--- src/inc/cssc_consts.vh ---
`ifndef CSSC_CONSTS_VH
`define CSSC_CONSTS_VH
// ****************************************
// Register offsets (byte addresses)
// ****************************************
`define CSSC_OFS_OSC      8'h00
`define CSSC_OFS_STAT     8'h04
`define CSSC_OFS_CTRL     8'h08
`define CSSC_OFS_PSAV     8'h0c
// ****************************************
// Oscillator control field positions
// ****************************************
`define CSSC_CUR_HI       14
`define CSSC_CUR_LO       12
`define CSSC_NEW_HI       10
`define CSSC_NEW_LO       8
`define CSSC_LOCK_BIT     5
`define CSSC_FAIL_BIT     3
`define CSSC_SWREQ_BIT    0
// ****************************************
// Unlock keys
// ****************************************
`define CSSC_KEY_H1       8'h78
`define CSSC_KEY_H2       8'h9a
`define CSSC_KEY_L1       8'h46
`define CSSC_KEY_L2       8'h57
// ****************************************
// Source codes
// ****************************************
`define CSSC_SRC_FRC      3'h0
`define CSSC_SRC_FAST_RC_MULTIPLIED_MODE   3'h1
`define CSSC_SRC_PRI      3'h2
`define CSSC_SRC_PRIPLL   3'h3
`define CSSC_SRC_SEC      3'h4
`define CSSC_SRC_LOW_POWER_RC_OSC     3'h5
// ****************************************
// Timing and reset values
// ****************************************
`define CSSC_SETTLE_CYC   4'ha
`define CSSC_CTRL_RST     8'h00
`endif

--- src/hw/cssc_clock_switch_ctrl.v ---
// Summary of operation
// RQ1: Switching allowed only with config bit low
// RQ2: Disabled: new field ignored, request held zero
// RQ3: High byte unlocked by 78h then 9Ah
// RQ4: Low byte unlocked by 46h then 57h
// RQ5: Software keeps interrupts off while unlocking
// RQ6: Equal sources: request cleared, switch aborted
// RQ7: Valid switch clears lock and fail flags
// RQ8: Start source, wait startup timer or lock
// RQ9: Count ten new-source cycles before changeover
// RQ10: Changeover clears request, copies new to current
// RQ11: Old source off unless retained exceptions
// RQ12: Processor keeps running during the switch
// RQ13: Software routes multiplied switches through fast RC
// RQ14: Software polls request bit then lock bit
// RQ15: Power-save selects Sleep or Idle
// RQ16: Enabled interrupt, reset or watchdog wakes
// RQ17: Sleep stops system clock, monitor, peripherals
// RQ18: Low-power RC kept for watchdog or monitor; code keeps it in Sleep for watchdog only, in run mode only after a switch
// RQ19: Watchdog cleared on Sleep or Idle entry
// RQ20: Sleep wake resumes same clock source
// RQ21: Idle wake reapplies processor clock immediately
// RQ22: Coincident interrupt deferred until entry completes
// RQ23: Broken key pair keeps the byte locked
//
// Design decisions made here: the register offsets and the Wishbone slave port.
`timescale 1ns/1ns
`include "cssc_consts.vh"
module cssc_clock_switch_ctrl (
  input  wire        clk_i,
  input  wire        rst_i,
  input  wire        cyc_i,
  input  wire        stb_i,
  input  wire        we_i,
  input  wire [7:0]  adr_i,
  input  wire [3:0]  sel_i,
  input  wire [31:0] dat_i,
  output reg  [31:0] dat_o,
  output reg         ack_o,
  input  wire        clock_switch_cfg_bit_i,
  input  wire [2:0]  default_source_cfg_i,
  input  wire        secondary_osc_enable_i,
  input  wire        watchdog_enable_i,
  input  wire        crystal_startup_done_i,
  input  wire        pll_lock_i,
  input  wire        new_src_tick_i,
  input  wire        clock_fail_i,
  input  wire        irq_pending_i,
  input  wire        wdt_timeout_i,
  output reg  [5:0]  osc_enable_o,
  output reg  [2:0]  sys_clk_sel_o,
  output reg         cpu_clk_en_o,
  output reg         sys_clk_en_o,
  output reg         fail_safe_active_o,
  output reg         wdt_clear_o,
  output reg         switch_busy_o
);
  // ****************************************
  // Input synchronisers
  // ****************************************
  reg [6:0] meta_r;
  reg [6:0] sync_r;
  always @(posedge clk_i) begin
    meta_r <= {clock_switch_cfg_bit_i, secondary_osc_enable_i, watchdog_enable_i,
               crystal_startup_done_i, pll_lock_i, new_src_tick_i, clock_fail_i};
    sync_r <= meta_r;
  end
  wire cfg_dis_s = sync_r[6];
  wire sec_en_s  = sync_r[5];
  wire wdt_en_s  = sync_r[4];
  wire ost_s     = sync_r[3];
  wire lock_s    = sync_r[2];
  wire tick_s    = sync_r[1];
  wire fail_s    = sync_r[0];
  reg  tick_d_r;
  wire tick_rise = tick_s & ~tick_d_r;
  wire sw_en     = ~cfg_dis_s; //RQ1

  // ****************************************
  // Helpers
  // ****************************************
  function is_pll;
    input [2:0] s;
    begin
      is_pll = (s == `CSSC_SRC_FAST_RC_MULTIPLIED_MODE) || (s == `CSSC_SRC_PRIPLL);
    end
  endfunction
  function is_xtal;
    input [2:0] s;
    begin
      is_xtal = (s == `CSSC_SRC_PRI) || (s == `CSSC_SRC_PRIPLL);
    end
  endfunction
  function [5:0] src_onehot;
    input [2:0] s;
    begin
      src_onehot = 6'h01 << s;
    end
  endfunction

  // ****************************************
  // Bus decode
  // ****************************************
  wire bus_req = cyc_i & stb_i & ~ack_o;
  wire wr      = bus_req & we_i;
  wire wr_osc  = wr & (adr_i == `CSSC_OFS_OSC);
  wire wr_hi   = wr_osc & sel_i[1];
  wire wr_lo   = wr_osc & sel_i[0];
  wire wr_psav = wr & (adr_i == `CSSC_OFS_PSAV) & sel_i[0];
  wire wr_ctrl = wr & (adr_i == `CSSC_OFS_CTRL) & sel_i[0];

  // ****************************************
  // Unlock sequencer
  // ****************************************
  localparam UL_IDLE = 2'h0;
  localparam UL_KEY1 = 2'h1;
  localparam UL_OPEN = 2'h2;
  reg [1:0] ulh_r;
  reg [1:0] ull_r;
  reg [1:0] ulh_nxt;
  reg [1:0] ull_nxt;
  reg       osc_wr_d_r;
  wire      hi_open = (ulh_r == UL_OPEN);
  wire      lo_open = (ull_r == UL_OPEN);
  always @* begin
    ulh_nxt = ulh_r;
    if (wr_osc) begin //RQ23
      case (ulh_r)
        UL_IDLE: ulh_nxt = (wr_hi && dat_i[15:8] == `CSSC_KEY_H1) ? UL_KEY1 : UL_IDLE;
        UL_KEY1: ulh_nxt = (wr_hi && dat_i[15:8] == `CSSC_KEY_H2) ? UL_OPEN : UL_IDLE; //RQ3
        UL_OPEN: ulh_nxt = UL_IDLE;
        default: ulh_nxt = UL_IDLE;
      endcase
    end
    ull_nxt = ull_r;
    if (wr_osc) begin
      case (ull_r)
        UL_IDLE: ull_nxt = (wr_lo && dat_i[7:0] == `CSSC_KEY_L1) ? UL_KEY1 : UL_IDLE;
        UL_KEY1: ull_nxt = (wr_lo && dat_i[7:0] == `CSSC_KEY_L2) ? UL_OPEN : UL_IDLE; //RQ4
        UL_OPEN: ull_nxt = UL_IDLE;
        default: ull_nxt = UL_IDLE;
      endcase
    end
  end
  always @(posedge clk_i) begin
    if (rst_i) begin
      ulh_r <= UL_IDLE;
      ull_r <= UL_IDLE;
    end else begin
      ulh_r <= ulh_nxt;
      ull_r <= ull_nxt;
    end
  end

  // ****************************************
  // Switch state machine
  // ****************************************
  localparam SW_IDLE   = 3'h0;
  localparam SW_CHECK  = 3'h1;
  localparam SW_START  = 3'h2;
  localparam SW_SETTLE = 3'h3;
  localparam SW_SWAP   = 3'h4;
  reg [2:0] sw_r;
  reg [2:0] cur_src_r;
  reg [2:0] new_src_r;
  reg       swreq_r;
  reg       lock_r;
  reg       fail_r;
  reg [3:0] settle_r;
  reg [5:0] osc_on_r;
  reg       sleep_r;
  reg       idle_r;
  reg       psav_pend_r;
  reg       psav_mode_r;
  reg [7:0] irq_en_r;
  wire [2:0] cur_view = sw_en ? cur_src_r : default_source_cfg_i; //RQ2
  wire      new_ready = is_pll(new_src_r) ? lock_s :
                        (is_xtal(new_src_r) ? ost_s : 1'b1); //RQ8
  wire      keep_low_power_rc_osc = wdt_en_s | sw_en;
  always @(posedge clk_i) begin
    tick_d_r <= tick_s;
    if (rst_i) begin
      sw_r      <= SW_IDLE;
      cur_src_r <= `CSSC_SRC_FRC;
      new_src_r <= `CSSC_SRC_FRC;
      swreq_r   <= 1'b0;
      lock_r    <= 1'b0;
      fail_r    <= 1'b0;
      settle_r  <= 4'h0;
      osc_on_r  <= 6'h00;
    end else begin
      lock_r <= is_pll(cur_src_r) | is_pll(new_src_r) ? lock_s : lock_r;
      if (fail_s && sw_en)
        fail_r <= 1'b1;
      if (!sw_en) begin
        cur_src_r <= default_source_cfg_i; //RQ2
        swreq_r   <= 1'b0;
        sw_r      <= SW_IDLE;
        osc_on_r  <= src_onehot(default_source_cfg_i);
      end else begin
        if (wr_hi && hi_open && sw_r == SW_IDLE)
          new_src_r <= dat_i[`CSSC_NEW_HI:`CSSC_NEW_LO];
        if (wr_lo && lo_open && dat_i[`CSSC_SWREQ_BIT] && sw_r == SW_IDLE)
          swreq_r <= 1'b1;
        if (wr_lo && lo_open && !fail_s)
          fail_r <= dat_i[`CSSC_FAIL_BIT];
        case (sw_r)
          SW_IDLE: if (swreq_r) sw_r <= SW_CHECK;
          SW_CHECK: begin
            if (new_src_r == cur_src_r) begin //RQ6
              swreq_r <= 1'b0;
              sw_r    <= SW_IDLE;
            end else begin
              lock_r <= 1'b0; //RQ7
              fail_r <= 1'b0;
              sw_r   <= SW_START;
            end
          end
          SW_START: begin
            osc_on_r <= osc_on_r | src_onehot(new_src_r); //RQ8
            if (new_ready) begin
              settle_r <= 4'h0;
              sw_r     <= SW_SETTLE;
            end
          end
          SW_SETTLE: begin
            if (tick_rise)
              settle_r <= settle_r + 4'h1; //RQ9
            if (settle_r == `CSSC_SETTLE_CYC)
              sw_r <= SW_SWAP;
          end
          SW_SWAP: begin
            swreq_r   <= 1'b0; //RQ10
            cur_src_r <= new_src_r;
            osc_on_r  <= src_onehot(new_src_r) |
                         (keep_low_power_rc_osc ? src_onehot(`CSSC_SRC_LOW_POWER_RC_OSC) : 6'h00) |
                         (sec_en_s ? src_onehot(`CSSC_SRC_SEC) : 6'h00); //RQ11
            sw_r      <= SW_IDLE;
          end
          default: sw_r <= SW_IDLE;
        endcase
      end
    end
  end

  // ****************************************
  // Power-save modes
  // ****************************************
  wire wake = (irq_pending_i & irq_en_r[0]) | wdt_timeout_i; //RQ16
  always @(posedge clk_i) begin
    if (rst_i) begin //RQ16
      sleep_r     <= 1'b0;
      idle_r      <= 1'b0;
      psav_pend_r <= 1'b0;
      psav_mode_r <= 1'b0;
      irq_en_r    <= `CSSC_CTRL_RST;
      wdt_clear_o <= 1'b0;
    end else begin
      wdt_clear_o <= 1'b0;
      if (wr_ctrl)
        irq_en_r <= dat_i[7:0];
      if (wr_psav && !sleep_r && !idle_r) begin //RQ15
        psav_pend_r <= 1'b1;
        psav_mode_r <= dat_i[0];
      end
      if (psav_pend_r) begin //RQ22
        psav_pend_r <= 1'b0;
        sleep_r     <= ~psav_mode_r;
        idle_r      <= psav_mode_r;
        wdt_clear_o <= wdt_en_s; //RQ19
      end else if ((sleep_r || idle_r) && wake) begin
        sleep_r <= 1'b0; //RQ20
        idle_r  <= 1'b0; //RQ21
      end
    end
  end

  // ****************************************
  // Outputs
  // ****************************************
  always @(posedge clk_i) begin
    if (rst_i) begin
      osc_enable_o       <= 6'h00;
      sys_clk_sel_o      <= `CSSC_SRC_FRC;
      cpu_clk_en_o       <= 1'b1;
      sys_clk_en_o       <= 1'b1;
      fail_safe_active_o <= 1'b0;
      switch_busy_o      <= 1'b0;
    end else begin
      if (sleep_r) //RQ17
        osc_enable_o <= wdt_en_s ? src_onehot(`CSSC_SRC_LOW_POWER_RC_OSC) : 6'h00; //RQ18
      else if (idle_r)
        osc_enable_o <= osc_on_r | (keep_low_power_rc_osc ? src_onehot(`CSSC_SRC_LOW_POWER_RC_OSC) : 6'h00);
      else
        osc_enable_o <= osc_on_r;
      sys_clk_sel_o      <= cur_view; //RQ20
      cpu_clk_en_o       <= ~(sleep_r | idle_r); //RQ12
      sys_clk_en_o       <= ~sleep_r; //RQ17
      fail_safe_active_o <= sw_en & ~sleep_r; //RQ1
      switch_busy_o      <= (sw_r != SW_IDLE);
    end
  end

  // ****************************************
  // Bus read and acknowledge
  // ****************************************
  always @(posedge clk_i) begin
    if (rst_i) begin
      ack_o <= 1'b0;
      dat_o <= 32'h0000_0000;
    end else begin
      ack_o <= bus_req;
      if (bus_req && !we_i) begin
        case (adr_i)
          `CSSC_OFS_OSC: dat_o <= {17'h0, cur_view, 1'b0, new_src_r, 2'h0,
                                   lock_r, 1'b0, fail_r, 2'h0, swreq_r};
          `CSSC_OFS_STAT: dat_o <= {24'h000000, switch_busy_o, sleep_r, idle_r,
                                    sw_en, 1'b0, sw_r};
          `CSSC_OFS_CTRL: dat_o <= {24'h000000, irq_en_r};
          `CSSC_OFS_PSAV: dat_o <= {31'h0, psav_mode_r};
          default: dat_o <= 32'h0000_0000;
        endcase
      end
    end
  end
endmodule

--- config.mk ---
export PLATFORM = sky130hd
export DESIGN_NAME = cssc_clock_switch_ctrl
export DESIGN_NICKNAME = d
export VERILOG_FILES = /design/src/hw/cssc_clock_switch_ctrl.v
export VERILOG_INCLUDE_DIRS = /design/src /design/src/inc
export SDC_FILE = /design/constraint.sdc
export NUM_CORES = 1
export LEC_CHECK = 0
export BUFFER_PORTS_ARGS = -buffer_cell sky130_fd_sc_hd__buf_2
export CAP_MARGIN = 25
export CORE_MARGIN = 5
export CORE_UTILIZATION = 54
export DETAILED_ROUTE_END_ITERATION = 10
export PLACE_DENSITY = 0.84
export SLEW_MARGIN = 15
export SYNTH_ARGS = -nofsm -noshare
export SYNTH_HDL_FRONTEND = slang
export SYNTH_SLANG_ARGS = --single-unit
--- constraint.sdc ---
create_clock -name clk_i -period 4 [get_ports clk_i]
set_input_delay 0 -clock clk_i [delete_from_list [all_inputs] [get_ports clk_i]]
set_output_delay 0 -clock clk_i [all_outputs]
set_load 0.01 [all_outputs]
==> results of run 1 <==
## layer usage
| metal | wire length, um | global-route usage |
|---|---|---|
| met1 | 3452 | 0.2753 |
| met2 | 4022 | 0.3564 |
| met3 | 647 | 0.06022 |
| met4 | 96 | 0.06766 |
| met5 | 0 | 0 |
## area by class of cell
| cell class | count | area (um^2) |
|---|---|---|
| multi-input combinational | 248 | 1603 |
| fill | 499 | 2115 |
| tap | 77 | 96.34 |
| inverter | 10 | 37.54 |
| sequential | 82 | 1642 |
| timing repair buffer | 91 | 555.5 |
| clock buffer | 12 | 155.1 |
| clock inverter | 2 | 37.54 |
## state kept, by name, summed over array words and instances, names as in the netlist, 4 cells and up
name,count
dat_o,14
irq_en_r,8
meta_r,7
sync_r,7
osc_enable_o,6
osc_on_r,6
settle_r,4
## worst min-delay path, stage by stage
cell and delay (ns):
buf_2 0.12, nand2_1 0.06, or4_2 0.09, nor4_1 0.04
## power by group
group / total (mW) / switching [mW] / internal [mW]
Combinational: 0.114 / 0.0650 / 0.0494
Sequential: 0.841 / 0.00957 / 0.832
Clock: 0.581 / 0.265 / 0.316
Total: 1.54 / 0.340 / 1.20
## timing repair
item / CTS / global route
hold buffers: 20 / 0
buffers inserted: 0 / 0
hold endpoints to repair: 23 / 0
## worst paths after layout
path,start,end,cells after the start,slack (ns)
setup / recovery,ack_o,dat_o[0],4,1.85
hold / removal,we_i,psav_pend_r,4,0.01
setup reg to reg,ack_o,dat_o[0],4,1.85
hold reg to reg,meta_r[2],sync_r[2],0,0.32
## cells by family after synthesis
group                      count (synthesis)
AOI/OAI and AO/OA                         77
xor gates and xnor gates                   4
adders and majority gates                  2
buffers and inverters                     46
DFF                                       82
muxes                                     18
other                                      1
and+or+nand+nor                          129
## synthesized netlist by cell type (all sizes together) (3+ instances only)
master	number	area, um^2
a22o	11	96.34
nor2b	5	31.28
a22oi	12	90.09
nand2	14	52.55
or3	5	31.28
mux2i	16	160.2
or4	3	23.77
or4b	3	30.03
nor2	39	146.4
xor2	3	26.28
o21ai	14	70.07
buf	21	146.4
nor4	8	65.06
a21oi	15	75.07
and3	3	18.77
nor4bb	4	40.04
nand2b	4	25.02
inv	10	37.54
or2	3	18.77
nand4bb	3	33.78
clkbuf	15	57.55
a211oi	3	22.52
and2	8	50.05
nor3	8	40.04
nand4	3	18.77
dfxtp	82	1642
nand3	6	30.03
## per-stage QoR
step                total power [mW]  hold WS [ns]  cells
floorplan                     0.9272       0.02772    376
detailed placement            0.9568        0.1036    488
global route                   1.598       0.01726    522
global placement              0.9546        0.1025    488
CTS                            1.548      0.001212    522
finish                         1.537       0.01041    522
==> impl_metrics.csv, run 1 <==
group,metric,value,unit
setup_path,cp-start-kind,"flop",
route,vias_per_cell,5.678,
logic_synthesis,muxShareOfSynthArea,0.05667,
clocking,cts_resized,0,
route,drt_wl_total,8.218,mm
clocking,clk_path_buf_depth,2,
clocking,clock-root-buffer,"clkbuf_8",
die,die_y,89.61,um
timing,fin_tns_setup,0,ns
die,die_area,8029,um^2
route,ant_nets,0,
route,wl_per_cell,15.74,um
power_and_ir_drop,power_density,372.5,nW/um^2
finish,mostFrequentLayoutCells,"82 x dfxtp_1, 71 x buf_2, 39 x nor2_1",
run,drv_cap,0,
place,gp_congestion,0.8443,
outcome,run_status,"finished clean",
timing,tightest_slew,0.8925,ns
logic_synthesis,synth-main-ff-cell,"dfxtp_1",
setup_path,path_delay_family,"simple AND/OR/NAND/NOR gates",
die,core_area,6241,um^2
setup_path,cp_slowest_cell,"nor3_1",
place,io_buffers,71,
route,dr.first_iter.drc_count,226,
logic_synthesis,yosysSeqAreaShare,0.4797,
logic_synthesis,syn_area,3422,um^2
power_and_ir_drop,leakagePower,1.699,nW
die,start_util,0.5483,
setup_path,arrival,2.43,ns
logic_synthesis,synth_seq_cells,82,
timing,slew_headroom,0.4004,
timing,maxSlewViolCount,0,
global_routing,antenna_found_initial,0,
logic_synthesis,yosysWarningCount,0,
min_path,hold_class,"primary input to flop",
route,post-route-drc-count,0,
route,vias,2964,
timing,rsz0062_at_grt,"no",
finish,fin_area,4126,um^2
finish,fin_util,0.6612,
logic_synthesis,syn_inst,359,
logic_synthesis,synth_compound_area_frac,0.1561,
finish,drive_above_1_share,0.2157,
global_routing,grt_overflow,0,
setup_path,critPathBufInv,0,
clocking,clkSlewWorstSetupHoldPaths,0.08,ns
logic_synthesis,synth_top_family_by_area,"simple AND/OR/NAND/NOR gates",
logic_synthesis,synth_cell_types,62,
global_routing,grt_max_degree,51,
timing,period_needed,2.146,ns
die,die_x,89.61,um
place,post-place-ws,1.947,ns
timing,finalCritPeriodShare,0.5366,
setup_path,path_class,"flop to flop",
timing,clock.fmax,465.9,MHz
setup_path,endpoint_kind,"flop",
clocking,cts.sinks,82,
setup_path,required,4.28,ns
logic_synthesis,avgSynthCellArea,9.532,um^2
timing,worst_slack,1.854,ns
timing,setup_viol,0,
die,io_pins,108,
logic_synthesis,synth_edf_count,0,
clocking,cts_made_buffers,9,
global_routing,grt_pass1_vias,2814,
power_and_ir_drop,ir_drop,0.3547,mV
logic_synthesis,synth-async-reset-ratio,0,
global_routing,grt_usage,0.2164,
finish,num_antenna_cells,0,
timing,hold_viol,0,
setup_path,worstPathMaxFanout,11,
global_routing,grt_pass1_wl,13.44,mm
place,postPlaceCellArea,3734,um^2
die,rows,29,
logic_synthesis,yosys.area_share.xor_xnor,0.01024,
finish,final_common_cell,"dfxtp_1",
clocking,cts_tree,"yes",
setup_path,critical_path.max_stage_delay,0.86,ns
logic_synthesis,synthAdderAreaFrac,0.007313,
place,dp_hpwl,5.737,mm
setup_path,path_cells,"nand4bb_1, nor3_1, a22oi_1, nor2_1",
clocking,htree_levels,3,
timing,fin_skew,0.01158,ns
finish,syn2layout_area_growth,20.59,%
route,dr.pass1.iters,4,
logic_synthesis,yosys.area_share.simple,0.2183,
finish,fin_nets,505,
clocking,worstSkewPairLatency,0.35,ns
Note: power is estimated with default switching activity, not from simulation.
==> inputs of run 2 (changes only) <==
--- a/config.mk
+++ b/config.mk
@@ -9,9 +9,9 @@
 export BUFFER_PORTS_ARGS = -buffer_cell sky130_fd_sc_hd__buf_2
 export CAP_MARGIN = 25
 export CORE_MARGIN = 5
-export CORE_UTILIZATION = 54
+export CORE_UTILIZATION = 46
 export DETAILED_ROUTE_END_ITERATION = 10
-export PLACE_DENSITY = 0.84
+export PLACE_DENSITY = 0.76
 export SLEW_MARGIN = 15
 export SYNTH_ARGS = -nofsm -noshare
 export SYNTH_HDL_FRONTEND = slang
==> constraint.sdc (replaced) <==
create_clock -name clk_i -period 1.8 [get_ports clk_i]
set_input_delay 0 -clock clk_i [delete_from_list [all_inputs] [get_ports clk_i]]
set_output_delay 0 -clock clk_i [all_outputs]
set_load 0.01 [all_outputs]
==> impl_metrics.csv, run 2 (same netlist as run 1, synthesis figures left out) <==
group,metric,value,unit
die,start_util,0.4718,
setup_path,critical_path.max_stage_delay,0.50,ns
place,gp_congestion,0.8990,
timing,slew_headroom,0.5163,
clocking,clkSlewWorstSetupHoldPaths,0.09,ns
global_routing,grt_overflow,0,
setup_path,path_cells,"or4b_4, nor4_4, buf_4, o21ai_1, a221oi_2",
global_routing,grt_pass1_wl,13.57,mm
clocking,cts.sinks,82,
setup_path,crit_path_start,"ull_r[0]",
setup_path,path_class,"flop to flop",
timing,hold_ws,0.008935,ns
die,core_area,7253,um^2
die,io_pins,108,
power_and_ir_drop,power_density,775.9,nW/um^2
die,die_x,96.25,um
finish,top_register,"dat_o",
die,rows,31,
run,drv_cap,0,
outcome,run_status,"finished clean",
route,wl_per_cell,14.97,um
min_path,hold_class,"primary input to flop",
setup_path,rr_worst_depth,5,
clocking,worstSkewPairLatency,0.36,ns
clocking,htree_levels,3,
finish,seq_area,1644,um^2
timing,setup_viol,0,
finish,num-fill-cells,645,
setup_path,rr_startpoint,"ull_r[0]",
finish,syn2layout_area_growth,28.08,%
route,vias,2999,
clocking,cts_tree,"yes",
global_routing,grt_usage,0.1912,
timing,hold_viol,0,
timing,finalCritPeriodShare,0.9442,
setup_path,required,2.08,ns
place,dp_hpwl,6.085,mm
place,io_buffers,71,
route,dr.pass1.iters,4,
finish,num_antenna_cells,0,
timing,fin_skew,0.01136,ns
route,post-route-drc-count,0,
clocking,cts_made_buffers,9,
timing,clock.fmax,588.4,MHz
global_routing,grt_max_degree,21,
finish,mostFrequentLayoutCells,"80 x dfxtp_1, 71 x buf_2, 39 x nor2_1",
clocking,clk_path_buf_depth,2,
setup_path,setup.worst_path.end,"fail_r",
place,dp_cells,531,
setup_path,endpoint_kind,"flop",
setup_path,timing.rr.end,"fail_r",
route,drt_wl_total,8.547,mm
setup_path,ff2ff_setup_slack,0.10,ns
finish,final_common_cell,"dfxtp_1",
timing,tightest_slew,0.7180,ns
finish,drive_above_1_share,0.2733,
global_routing,grt_pass1_vias,2797,
finish,largest_reg_flops,14,
setup_path,worstPathMaxFanout,3,
global_routing,antenna_found_initial,0,
clocking,clock-root-buffer,"clkbuf_8",
setup_path,cp-start-kind,"flop",
die,die_area,9264,um^2
power_and_ir_drop,leakagePower,1.838,nW
timing,rsz0062_at_grt,"no",
finish,fin_nets,530,
route,dr.first_iter.drc_count,189,
finish,multi_input_area,1633,um^2
setup_path,arrival,1.97,ns
route,vias_per_cell,5.252,
finish,reg_top3,"dat_o (14), irq_en_r (8)",
timing,maxSlewViolCount,0,
power_and_ir_drop,ir_drop,0.5593,mV
finish,fin_cells,571,
route,ant_nets,0,
die,die_y,96.25,um
setup_path,cp_slowest_cell,"or4b_4",
timing,period_needed,1.700,ns
[run 2: cell types whose count changed in the layout (fill, tap and decap cells not counted), sizes merged]
| cell | delta |
|---|---|
| inv | +2 |
| clkinvlp | +2 |
| buf | +24 |
| bufinv | -1 |
| dlygate4sd3 | +1 |
| clkbuf | -2 |
| clkinv | +1 |
[run 2: final cells by class]
| type | count | share of cell area |
|---|---|---|
| tap | 99 | 0.02826 |
| timing repair buffer | 116 | 0.1730 |
| clock inverter | 6 | 0.01113 |
| multi-input combinational | 248 | 0.3725 |
| sequential | 82 | 0.3751 |
| clock buffer | 10 | 0.03140 |
| inverter | 10 | 0.008564 |
[run 2: worst min-delay path by stage]
stage,startpoint,end,slack [ns],cells past startpoint
after floorplan,clock_fail_i,meta_r[0],0.03,0
final,wdt_timeout_i,sleep_r,0.009,4
after CTS,wdt_timeout_i,sleep_r,0.006,4
after detailed placement,crystal_startup_done_i,meta_r[3],0.10,1
after global routing,wdt_timeout_i,sleep_r,0.02,4
after global placement,new_src_tick_i,meta_r[1],0.10,1
[run 2: power by group]
| part | leakage [nW] | switching, mW | internal [mW] | total, mW |
|---|---|---|---|---|
| clock network | 0.0855 | 0.706 | 0.550 | 1.26 |
| logic | 1.08 | 0.157 | 0.124 | 0.281 |
| registers | 0.670 | 0.0160 | 1.85 | 1.86 |
| total | 1.84 | 0.879 | 2.52 | 3.40 |
[run 2: worst max-delay path, delay by kind of cell, from the launching register on]
family,cells,cell delay (ns)
AO/OA/AOI/OAI,2,0.32
buffers and inverters,1,0.18
AND/OR/NAND/NOR,2,0.79
flip-flops,1,0.34
[run 2: metal layers]
metal / vias up / share of wire / track usage / wire length, um
met5: - / 0 / 0 / 0
li1: 1479 / - / - / -
met1: 1385 / 0.44 / 0.2515 / 3736
met4: 0 / 0.017 / 0.05569 / 147
met2: 121 / 0.46 / 0.3030 / 3923
met3: 14 / 0.086 / 0.05629 / 739
[run 2: metrics by stage]
step                setup TNS (ns)  utilization  cell area, um^2  power, mW  setup WS (ns)
finish                           0       0.6043             4383      3.401         0.1005
global route                     0       0.6043             4383      3.544       0.009591
CTS                              0       0.5988             4343      3.409        0.04101
detailed placement         -0.1169       0.5420             3931      2.143        -0.1169
global placement         -0.008446       0.5420             3931      2.139      -0.008446
floorplan                        0            -             3486      2.060        0.06093
[run 2: what timing repair did]
item                                    in CTS  in global routing
pin swaps                                    1                  5
hold endpoints to repair                    22                  0
hold buffers                                21                  0
setup buffers                                0                  4
cloned                                       0                  0
gates resized for setup                      2                  7
endpoints found under the setup margin       2                  2
